<file path="config.mk">
export PLATFORM = sky130hd
export DESIGN_NAME = tof_fault_top
export DESIGN_NICKNAME = d
export VERILOG_FILES = /design/src/logic/tof_pkg.sv /design/src/logic/tof_qual_timer.sv /design/src/logic/tof_fault_top.sv
export VERILOG_INCLUDE_DIRS = /design/src /design/src/logic
export SDC_FILE = /design/constraint.sdc
export NUM_CORES = 1
export LEC_CHECK = 0
export ABC_AREA = 1
export BUFFER_PORTS_ARGS = -buffer_cell sky130_fd_sc_hd__buf_2
export CAP_MARGIN = 20
export CORE_MARGIN = 2
export CORE_UTILIZATION = 45
export CTS_CLUSTER_SIZE = 30
export DETAILED_ROUTE_END_ITERATION = 16
export GPL_TIMING_DRIVEN = 0
export PLACE_DENSITY = 0.67
export SYNTH_ARGS = -nofsm -noshare
export SYNTH_HDL_FRONTEND = slang
export SYNTH_SLANG_ARGS = --single-unit
</file>
<file path="constraint.sdc">
create_clock -name hclk -period 8.55 [get_ports hclk]
set_input_delay 1.2825 -clock hclk [delete_from_list [all_inputs] [get_ports hclk]]
set_output_delay 1.2825 -clock hclk [all_outputs]
set_load 0.03 [all_outputs]
</file>
<file path="src/logic/tof_cfg.svh">
/*
  Constants for the thermal and over-power fault block: register offsets,
  field positions, reset values and timing figures. Assumes a 250 MHz hclk.
*/
`ifndef TOF_CFG_SVH
`define TOF_CFG_SVH
`define TOF_CLK_MHZ          250
`define TOF_NTC_DLY_NS       50000
`define TOF_NTC_DLY_CYC      ((`TOF_NTC_DLY_NS * `TOF_CLK_MHZ + 999) / 1000)
`define TOF_INPUT_OVERVOLTAGE_FAULT_DLY_NS      750000
`define TOF_INPUT_OVERVOLTAGE_FAULT_DLY_CYC     ((`TOF_INPUT_OVERVOLTAGE_FAULT_DLY_NS * `TOF_CLK_MHZ + 999) / 1000)
`define TOF_OPP_DLY_MS       160
`define TOF_OPP_DLY_CYC      (`TOF_OPP_DLY_MS * `TOF_CLK_MHZ * 1000)
`define TOF_FDR_DLY_MS       1500
`define TOF_FDR_DLY_CYC      (`TOF_FDR_DLY_MS * `TOF_CLK_MHZ * 1000)
`define TOF_CS_OTP_CYCLES    2'h2
`define TOF_ADDR_CTRL        8'h00
`define TOF_ADDR_STAT        8'h04
`define TOF_ADDR_LCGAIN      8'h08
`define TOF_CTRL_RESET       32'h0000_0000
`define TOF_LCGAIN_RESET     8'h10
`define TOF_CTRL_CFG_LSB     0
`define TOF_CTRL_LATCH_BIT   2
`define TOF_OPP_TOP_MV       12'h258
`define TOF_VS_HI_MV         12'h9C4
`define TOF_VS_LO_MV         12'h960
`endif

</file>
<file path="src/logic/tof_pkg.sv">
/*
  Types for the thermal and over-power fault block.
  Takes none of its numbers from tof_cfg.svh; the encodings are set here.
*/
package tof_pkg;
  typedef enum logic [1:0] {
    TOF_CFG_FLT_NTC  = 2'b00,
    TOF_CFG_FLT_DIV  = 2'b01,
    TOF_CFG_CS_HIGH  = 2'b10,
    TOF_CFG_CS_PMOS  = 2'b11
  } tof_cfg_type;
  typedef enum logic [1:0] {
    TOF_ST_RUN   = 2'b00,
    TOF_ST_RECOV = 2'b01,
    TOF_ST_LATCH = 2'b10,
    TOF_ST_WAIT  = 2'b11
  } tof_state_type;
endpackage : tof_pkg

</file>
<file path="src/logic/tof_qual_timer.sv">
/*
  Qualification timer: counts while a condition holds and flags when the
  condition has held for LIMIT cycles. Assumes a synchronous condition.
*/
`timescale 1ns/100ps
`default_nettype none
module tof_qual_timer #(
  parameter int unsigned LIMIT = 16
) (
  input  wire logic hclk,
  input  wire logic hresetn,
  input  wire logic cond,
  output logic      expired
);
  typedef struct packed {
    logic [31:0] cnt;
    logic        exp;
  } tof_qt_type;
  tof_qt_type st_q;
  tof_qt_type st_d;

  // Clears when the condition drops, so short excursions never accumulate.
  always_comb
  begin
    st_d = st_q;
    if (!cond)
    begin
      st_d.cnt = 32'h0000_0000;
      st_d.exp = 1'b0;
    end
    else if (st_q.cnt >= LIMIT - 1)
      st_d.exp = 1'b1;
    else
      st_d.cnt = st_q.cnt + 32'h0000_0001;
  end

  always_ff @(posedge hclk or negedge hresetn)
  begin
    if (!hresetn)
      st_q <= '0;
    else
      st_q <= st_d;
  end

  assign expired = st_q.exp;
endmodule : tof_qual_timer
`default_nettype wire

</file>
<file path="src/logic/tof_fault_top.sv">
/*
  Thermal and over-power fault qualification for an active-clamp flyback
  controller, with an AHB-Lite register slave. Analog comparators arrive as
  asynchronous inputs and are synchronised here; hresetn is the supply reset.
*/
// Chosen here: the AHB-Lite interface to the registers and the address map.
`include "tof_cfg.svh"
`timescale 1ns/100ps
`default_nettype none
module tof_fault_top #(
  parameter int unsigned NTC_CYC  = `TOF_NTC_DLY_CYC,
  parameter int unsigned INPUT_OVERVOLTAGE_FAULT_CYC = `TOF_INPUT_OVERVOLTAGE_FAULT_DLY_CYC,
  parameter int unsigned OPP_CYC  = `TOF_OPP_DLY_CYC,
  parameter int unsigned FDR_CYC  = `TOF_FDR_DLY_CYC
) (
  input  wire logic        hclk,
  input  wire logic        hresetn,
  input  wire logic        hsel,
  input  wire logic [31:0] haddr,
  input  wire logic [1:0]  htrans,
  input  wire logic        hwrite,
  input  wire logic [2:0]  hsize,
  input  wire logic [31:0] hwdata,
  input  wire logic        hready,
  output logic             hreadyout,
  output logic             hresp,
  output logic [31:0]      hrdata,
  input  wire logic        fault_sense_low,
  input  wire logic        fault_sense_above_clear,
  input  wire logic        fault_sense_above_ovp,
  input  wire logic        cs_above_otp,
  input  wire logic        cs_above_opp,
  input  wire logic        voltage_sense_above_hi,
  input  wire logic        voltage_sense_above_lo,
  input  wire logic        demag_end,
  input  wire logic        supply_off_reached,
  input  wire logic        light_load_mode,
  input  wire logic        burst_wait,
  input  wire logic        low_side_req,
  input  wire logic        high_side_req,
  input  wire logic [7:0]  line_sense_current,
  output logic             low_side_drive,
  output logic             high_side_drive,
  output logic             run_out,
  output logic             fault_bias_en,
  output logic             clear_level_raised,
  output logic             opp_set_high,
  output logic [11:0]      power_limit_top_threshold,
  output logic [7:0]       line_comp_current,
  output logic             switching_enable
);
  // Ten comparator and pin levels cross into hclk through two flops; light_load_mode and the drive requests do not.
  localparam int NSYNC = 10;

  typedef struct packed {
    logic [NSYNC-1:0]        s1;
    logic [NSYNC-1:0]        s2;
    logic [31:0]             ctrl;
    logic [7:0]              lcgain;
    logic                    dph;
    logic                    dwr;
    logic [7:0]              daddr;
    logic [31:0]             rdata;
    tof_pkg::tof_state_type  fsm;
    logic [31:0]             fdr_cnt;
    logic                    fdr_done;
    logic [1:0]              cs_cnt;
    logic                    cs_seen;
    logic                    ls_prev;
    logic                    otp_flt;
    logic                    otp_cs;
    logic                    input_overvoltage_fault;
    logic                    over_power_fault;
    logic                    vs_hi;
    logic [7:0]              lcc;
    logic                    ls;
    logic                    hs;
  } tof_state_t_type;
  tof_state_t_type st_q;
  tof_state_t_type st_d;

  // Helpers shared by the bus slave and the fault logic.
  logic [NSYNC-1:0] async_in;
  logic             ntc_exp;
  logic             input_overvoltage_fault_exp;
  logic             opp_exp;
  logic             ntc_cond;
  logic             opp_cond;
  tof_pkg::tof_cfg_type cfg;
  logic             latch_off;
  logic             fault_any;
  logic             switching;

  // Bit order fixes the s2 indices below: bit 9 is the trip level, bit 0 the wait.
  assign async_in = {fault_sense_low,
                     fault_sense_above_clear,
                     fault_sense_above_ovp,
                     cs_above_otp,
                     cs_above_opp,
                     voltage_sense_above_hi,
                     voltage_sense_above_lo,
                     demag_end,
                     supply_off_reached,
                     burst_wait};

  // Configuration and fault response come from the control register.
  assign cfg       = tof_pkg::tof_cfg_type'(st_q.ctrl[`TOF_CTRL_CFG_LSB +: 2]);
  assign latch_off = st_q.ctrl[`TOF_CTRL_LATCH_BIT];
  assign switching = (st_q.fsm == tof_pkg::TOF_ST_RUN);

  // Pin thermal qualification only while the bias current is on; the wait state starves it.
  assign ntc_cond = (cfg == tof_pkg::TOF_CFG_FLT_NTC) && st_q.s2[9] && fault_bias_en
                    && switching;
  assign opp_cond = st_q.s2[5] && switching;

  // Pin thermal qualification; any break in the trip level restarts it.
  tof_qual_timer #(.LIMIT(NTC_CYC)) u_ntc (
    .hclk    (hclk),
    .hresetn (hresetn),
    .cond    (ntc_cond),
    .expired (ntc_exp)
  );
  // The divider configuration reuses the over-voltage comparator and delay.
  tof_qual_timer #(.LIMIT(INPUT_OVERVOLTAGE_FAULT_CYC)) u_input_overvoltage_fault (
    .hclk    (hclk),
    .hresetn (hresetn),
    .cond    (st_q.s2[7]),
    .expired (input_overvoltage_fault_exp)
  );

  // Over-power run; its long count is why simulation shortens the limit.
  tof_qual_timer #(.LIMIT(OPP_CYC)) u_opp (
    .hclk    (hclk),
    .hresetn (hresetn),
    .cond    (opp_cond),
    .expired (opp_exp)
  );

  // Any held fault flag stops switching at the next edge.
  assign fault_any = st_q.otp_flt | st_q.otp_cs | st_q.input_overvoltage_fault | st_q.over_power_fault;

  // Next state: synchronisers, bus slave, fault flags and the recovery machine.
  always_comb
  begin
    st_d    = st_q;
    st_d.s1 = async_in;
    st_d.s2 = st_q.s1;
    // AHB-Lite: zero wait states, always OKAY; unmapped reads return zero.
    st_d.dph = hsel && hready && htrans[1];
    if (hsel && hready && htrans[1])
    begin
      st_d.dwr   = hwrite;
      st_d.daddr = haddr[7:0];
    end
    // Writes land in the data phase, when hwdata stands.
    if (st_q.dph && st_q.dwr)
    begin
      if (st_q.daddr == `TOF_ADDR_CTRL)
        st_d.ctrl = hwdata & 32'h0000_0007;
      else if (st_q.daddr == `TOF_ADDR_LCGAIN && hwdata[7:0] != 8'h00)
        st_d.lcgain = hwdata[7:0];
    end
    // Read data is registered at the address phase, so it stands in the data phase.
    if (hsel && hready && htrans[1] && !hwrite)
    begin
      case (haddr[7:0])
        `TOF_ADDR_CTRL:   st_d.rdata = st_q.ctrl;
        `TOF_ADDR_STAT:   st_d.rdata = {24'h000000, st_q.vs_hi, st_q.fsm, st_q.over_power_fault,
                                        st_q.input_overvoltage_fault, st_q.otp_cs, st_q.otp_flt, switching};
        `TOF_ADDR_LCGAIN: st_d.rdata = {24'h000000, st_q.lcgain};
        default:          st_d.rdata = 32'h0000_0000;
      endcase
    end

    // Hysteresis band between the two voltage-sense levels.
    if (st_q.s2[4])
      st_d.vs_hi = 1'b1;
    else if (!st_q.s2[3])
      st_d.vs_hi = 1'b0;
    // The zero guard avoids a divide by zero; the bus already refuses a zero gain.
    st_d.lcc = st_q.lcgain == 8'h00 ? 8'h00 : line_sense_current / st_q.lcgain;

    // Low-side follows request only while switching; high-side never overlaps it.
    st_d.ls = low_side_req && switching;
    st_d.hs = high_side_req && switching && !low_side_req && !st_q.ls;

    // Current-sense sampling window: after low-side off, before demag end.
    // One guard cycle after turn-off keeps the switching edge out of the sample.
    st_d.ls_prev = st_q.ls;
    if (cfg[1] && switching)
    begin
      if (!st_q.ls && !st_q.ls_prev && st_q.s2[6]
          && (cfg == tof_pkg::TOF_CFG_CS_PMOS || st_q.hs))
        st_d.cs_seen = 1'b1;
      if (st_q.s2[2] && !st_q.ls)
      begin
        st_d.cs_seen = 1'b0;
        if (st_q.cs_seen)
          st_d.cs_cnt = st_q.cs_cnt + 2'h1;
        else
          st_d.cs_cnt = 2'h0;
      end
      if (st_d.cs_cnt >= `TOF_CS_OTP_CYCLES)
        st_d.otp_cs = 1'b1;
    end

    // Fault-sense thermal fault; auto-recovery clears only above the raised level.
    if (ntc_exp || (cfg == tof_pkg::TOF_CFG_FLT_DIV && input_overvoltage_fault_exp))
      st_d.otp_flt = 1'b1;
    else if (st_q.otp_flt && st_q.s2[8] && st_q.fsm == tof_pkg::TOF_ST_WAIT)
      st_d.otp_flt = 1'b0;
    // In the divider setup the same comparator means heat, not line over-voltage.
    if (cfg != tof_pkg::TOF_CFG_FLT_DIV && input_overvoltage_fault_exp)
      st_d.input_overvoltage_fault = 1'b1;
    else if (!st_q.s2[7] && st_q.fsm == tof_pkg::TOF_ST_WAIT)
      st_d.input_overvoltage_fault = 1'b0;
    // Over-power is only forgotten on a restart out of the wait state.
    if (opp_exp)
      st_d.over_power_fault = 1'b1;

    // Recovery machine: run, timed recovery, wait for a supply cycle, or latch.
    case (st_q.fsm)
      tof_pkg::TOF_ST_RUN:
        if (fault_any)
        begin
          // A thermal fault in the divider configuration never latches.
          if (latch_off && !(st_q.otp_flt && cfg == tof_pkg::TOF_CFG_FLT_DIV))
            st_d.fsm = tof_pkg::TOF_ST_LATCH;
          else
            st_d.fsm = tof_pkg::TOF_ST_RECOV;
          st_d.fdr_cnt  = 32'h0000_0000;
          st_d.fdr_done = 1'b0;
        end
      tof_pkg::TOF_ST_RECOV:
        if (st_q.fdr_cnt >= FDR_CYC - 1)
        begin
          st_d.fsm      = tof_pkg::TOF_ST_WAIT;
          st_d.fdr_done = 1'b1;
        end
        else
          st_d.fdr_cnt = st_q.fdr_cnt + 32'h0000_0001;
      tof_pkg::TOF_ST_WAIT:
        if (st_q.fdr_done && st_q.s2[1] && !st_q.otp_flt && !st_q.input_overvoltage_fault)
        begin
          st_d.fsm    = tof_pkg::TOF_ST_RUN;
          st_d.otp_cs = 1'b0;
          st_d.over_power_fault    = 1'b0;
          st_d.cs_cnt = 2'h0;
        end
      tof_pkg::TOF_ST_LATCH:
        st_d.fsm = tof_pkg::TOF_ST_LATCH;
      default:
        st_d.fsm = tof_pkg::TOF_ST_RUN;
    endcase
  end

  // The supply reset returns everything to run with the register defaults.
  always_ff @(posedge hclk or negedge hresetn)
  begin
    if (!hresetn)
    begin
      st_q        <= '0;
      st_q.ctrl   <= `TOF_CTRL_RESET;
      st_q.lcgain <= `TOF_LCGAIN_RESET;
    end
    else
      st_q <= st_d;
  end

  // Bias off in light-load wait; saves standby power at the cost of coverage.
  assign fault_bias_en = !(light_load_mode && st_q.s2[0]);
  // The slave never stalls and never answers with an error.
  assign hreadyout                 = 1'b1;
  assign hresp                     = 1'b0;
  assign hrdata                    = st_q.rdata;
  assign low_side_drive            = st_q.ls;
  assign high_side_drive           = st_q.hs;
  assign run_out                   = switching;
  assign switching_enable          = switching;
  assign clear_level_raised        = st_q.otp_flt && !latch_off;
  assign opp_set_high              = st_q.vs_hi;
  assign power_limit_top_threshold = `TOF_OPP_TOP_MV;
  assign line_comp_current         = st_q.lcc;
endmodule : tof_fault_top
`default_nettype wire

</file>
==> results.yml <==
outcome:
  status: "finished with violations"
  violations: "negative setup slack"
final_layout:
  antenna_cells: 0
  final_layout_size_suffix_gt1_frac: 0.197
  final_common_cell: "nand2_1"
  multiInputGateArea_sq_mm: 0.00667
  fin_cells: 2161
  fill_cells: 2453
  area_growth_pct: 23.4
  final_cell_mix: "387 x nand2_1, 201 x dfrtp_1, 182 x inv_1, 169 x nor2_1, 114 x nand3_1"
  register_area_sq_mm: 0.00506
  nets: 1941
  finalInstanceArea_sq_mm: 0.0151
timing:
  fin_crit_sh: 1.01
  worst_pin_slew_ns: 0.994
  layout_setup_ws_ns: -0.0970
  slew_violations: 0
  final-hold-violation-count: 0
  slew_headroom: 0.332
  rsz0062_at_grt: "yes"
  tns_ns: -0.0970
  fmax_mhz: 116
  fin_crit_ns: 8.65
  clock_skew_ns: 0.00926
  setup_viol: 1
drt:
  routed_wl_um: 29800
  ant_nets: 0
  drt_iter0_drc: 644
  wire_per_inst_um: 13.8
  firstDrtPassIters: 5
  vias_per_cell: 5.02
  drcViolationCount: 0
  num_vias: 10800
clock_tree:
  clock_path_buffers: 3
  cts-buffers-inserted: 24
  clk_latency_ns: 0.52
  path_clk_slew_ns: 0.06
  cts-root-buf: "clkbuf_16"
  cts_sinks: 202
  htree_levels: 1
  cts_tree: "built"
  cts-hold-fix-buffers: 0
global_route:
  grt.total_usage: 0.200
  top_usage_layer: "met2"
  overflow: 0
  grt_pass1_wl_um: 47700
  gr-usage-met3: 0.0227
  antenna_found_initial: 0
  gr-usage-met1: 0.283
  grt_pass1_vias: 9940
  grt_start_max_net_pins: 123
  use_met2: 0.322
worst_hold_path:
  min_from: "st_d[139]"
  min-delay-path-class: "flip-flop to flip-flop"
logic_synthesis:
  ys_seq_area_frac: 0.414
  synth-edff-count: 0
  synthDistinctLibCells: 49
  synthArstFlopShare: 1.00
  synth_area_per_cell_sq_um: 7.42
  synth-seq-cells: 202
  synth_cells: 1646
  syn-cell-area_sq_mm: 0.0122
  yosys_warnings: 0
  yosys_most_used_dff: "dfrtp_1"
placed_design:
  io_buffers: 65
  placed_area_sq_mm: 0.0132
  dp_cells: 2089
  globalplace.congestion: 0.904
  post-place-ws_ns: -1.34
  hpwl_um: 20700
critical_path:
  crit_family: "simple AND/OR/NAND/NOR gates"
  slowest_delay_ns: 0.37
  crit_required_ns: 8.96
  start_kind: "primary input"
  worstPathMaxFanout: 8
  cp-startpoint: "line_sense_current[7]"
  cp_common_cell: "nand2_4"
  endpoint_kind: "flip-flop"
  crit_type: "primary input to flip-flop"
  cp.arrival_ns: 9.06
  timing.rr.start: "st_q[96]"
  slowest_stage: "or3_1"
  path_buf_inv: 7
die:
  die_w_um: 169
  die_area_sq_mm: 0.0285
  pin_count: 156
  die_h_um: 169
  std_cell_rows: 60
  coreArea_sq_mm: 0.0268
  start_util: 0.456
job:
  maxCapViolations: 0
[cells in the mapped netlist (7+ instances only)]
library cell,instances,share of area
ha_1,44,0.045
inv_2,13,0.0040
nand4_1,42,0.022
dfrtp_1,201,0.41
buf_4,57,0.035
nand3_1,127,0.052
nand2_1,425,0.13
or2_2,11,0.0056
xor2_1,62,0.044
a21oi_1,26,0.011
nor2_1,171,0.053
o21ai_1,53,0.022
o21ai_0,36,0.015
inv_1,190,0.058
clkbuf_1,35,0.011
buf_2,7,0.0029
nor3_1,57,0.023
nor4_1,12,0.0061
and2_1,8,0.0041
[path summary, 6_finish.rpt]
check | cells after the start | end | slack (ns)
min in group asynchronous | 1 | st_q[28] | 0.74
worst min register to register | 0 | st_q[139] | 0.35
max in group asynchronous | 2 | u_opp.st_q[22] | 6.83
worst max-delay path | 60 | line_comp_current[0] | -0.1
worst min-delay path | 0 | st_q[139] | 0.35
worst max register to register | 60 | line_comp_current[0] | -0.06
[final cells by class]
type / instances / share of cell area
inverter: 206 / 0.0527
clock inverter: 15 / 0.0151
tap: 341 / 0.0283
timing repair inverter: 1 / 0.000415
buffer: 102 / 0.0412
multi-input combinational: 1172 / 0.443
timing repair buffer: 93 / 0.0387
clock buffer: 29 / 0.0452
sequential: 202 / 0.336
[routing by layer]
metal / routed length, um / up-vias / part of all wire
li1: - / 5499 / -
met1: 14000 / 5048 / 0.47
met2: 13500 / 236 / 0.45
met3: 1290 / 64 / 0.043
met4: 933 / 0 / 0.031
met5: 0 / - / 0
[registers in the layout, summed over array words and instances (netlist names)]
register	cells
u_opp.expired	1
u_input_overvoltage_fault.st_q	32
latch_off	1
st_q	71
u_input_overvoltage_fault.expired	1
u_opp.st_q	32
low_side_drive	1
u_ntc.expired	1
line_comp_current	8
u_ntc.st_q	32
hrdata	8
st_d	10
high_side_drive	1
opp_set_high	1
cfg	2
[worst reg2reg max path, delay by kind of cell (launching register included)]
family,cells,cell delay [ns]
and+or+nand+nor,34,3.70
adders and majority gates,8,2.32
AOI/OAI and AO/OA,10,1.16
buffers and inverters,7,0.65
DFF,1,0.54
xor gates and xnor gates,1,0.15
[per-stage QoR]
step,util,hold slack (ns)
floorplan,-,0.331
global placement,0.490,0.332
detailed placement,0.491,0.336
CTS,0.537,0.348
global route,0.562,0.352
finish,0.562,0.347
[logic make-up after synthesis]
kind of cell	share of synthesized area
flops	0.414
buf+inv	0.114
simple gates	0.314
compound gates	0.0635
other cells	0.000615
xor+xnor	0.0488
fa+ha+maj	0.0451
[repair_timing]
| action | in CTS | in global routing |
|---|---|---|
| gates resized for setup | 47 | 119 |
| pin swaps | 20 | 69 |
| buffers inserted | 12 | 15 |
| cloned | 1 | 0 |
| setup endpoints to repair | 1 | 1 |
Power is not shown: default switching activity piles up to over one toggle a cycle in this logic, so the estimate is an artifact.
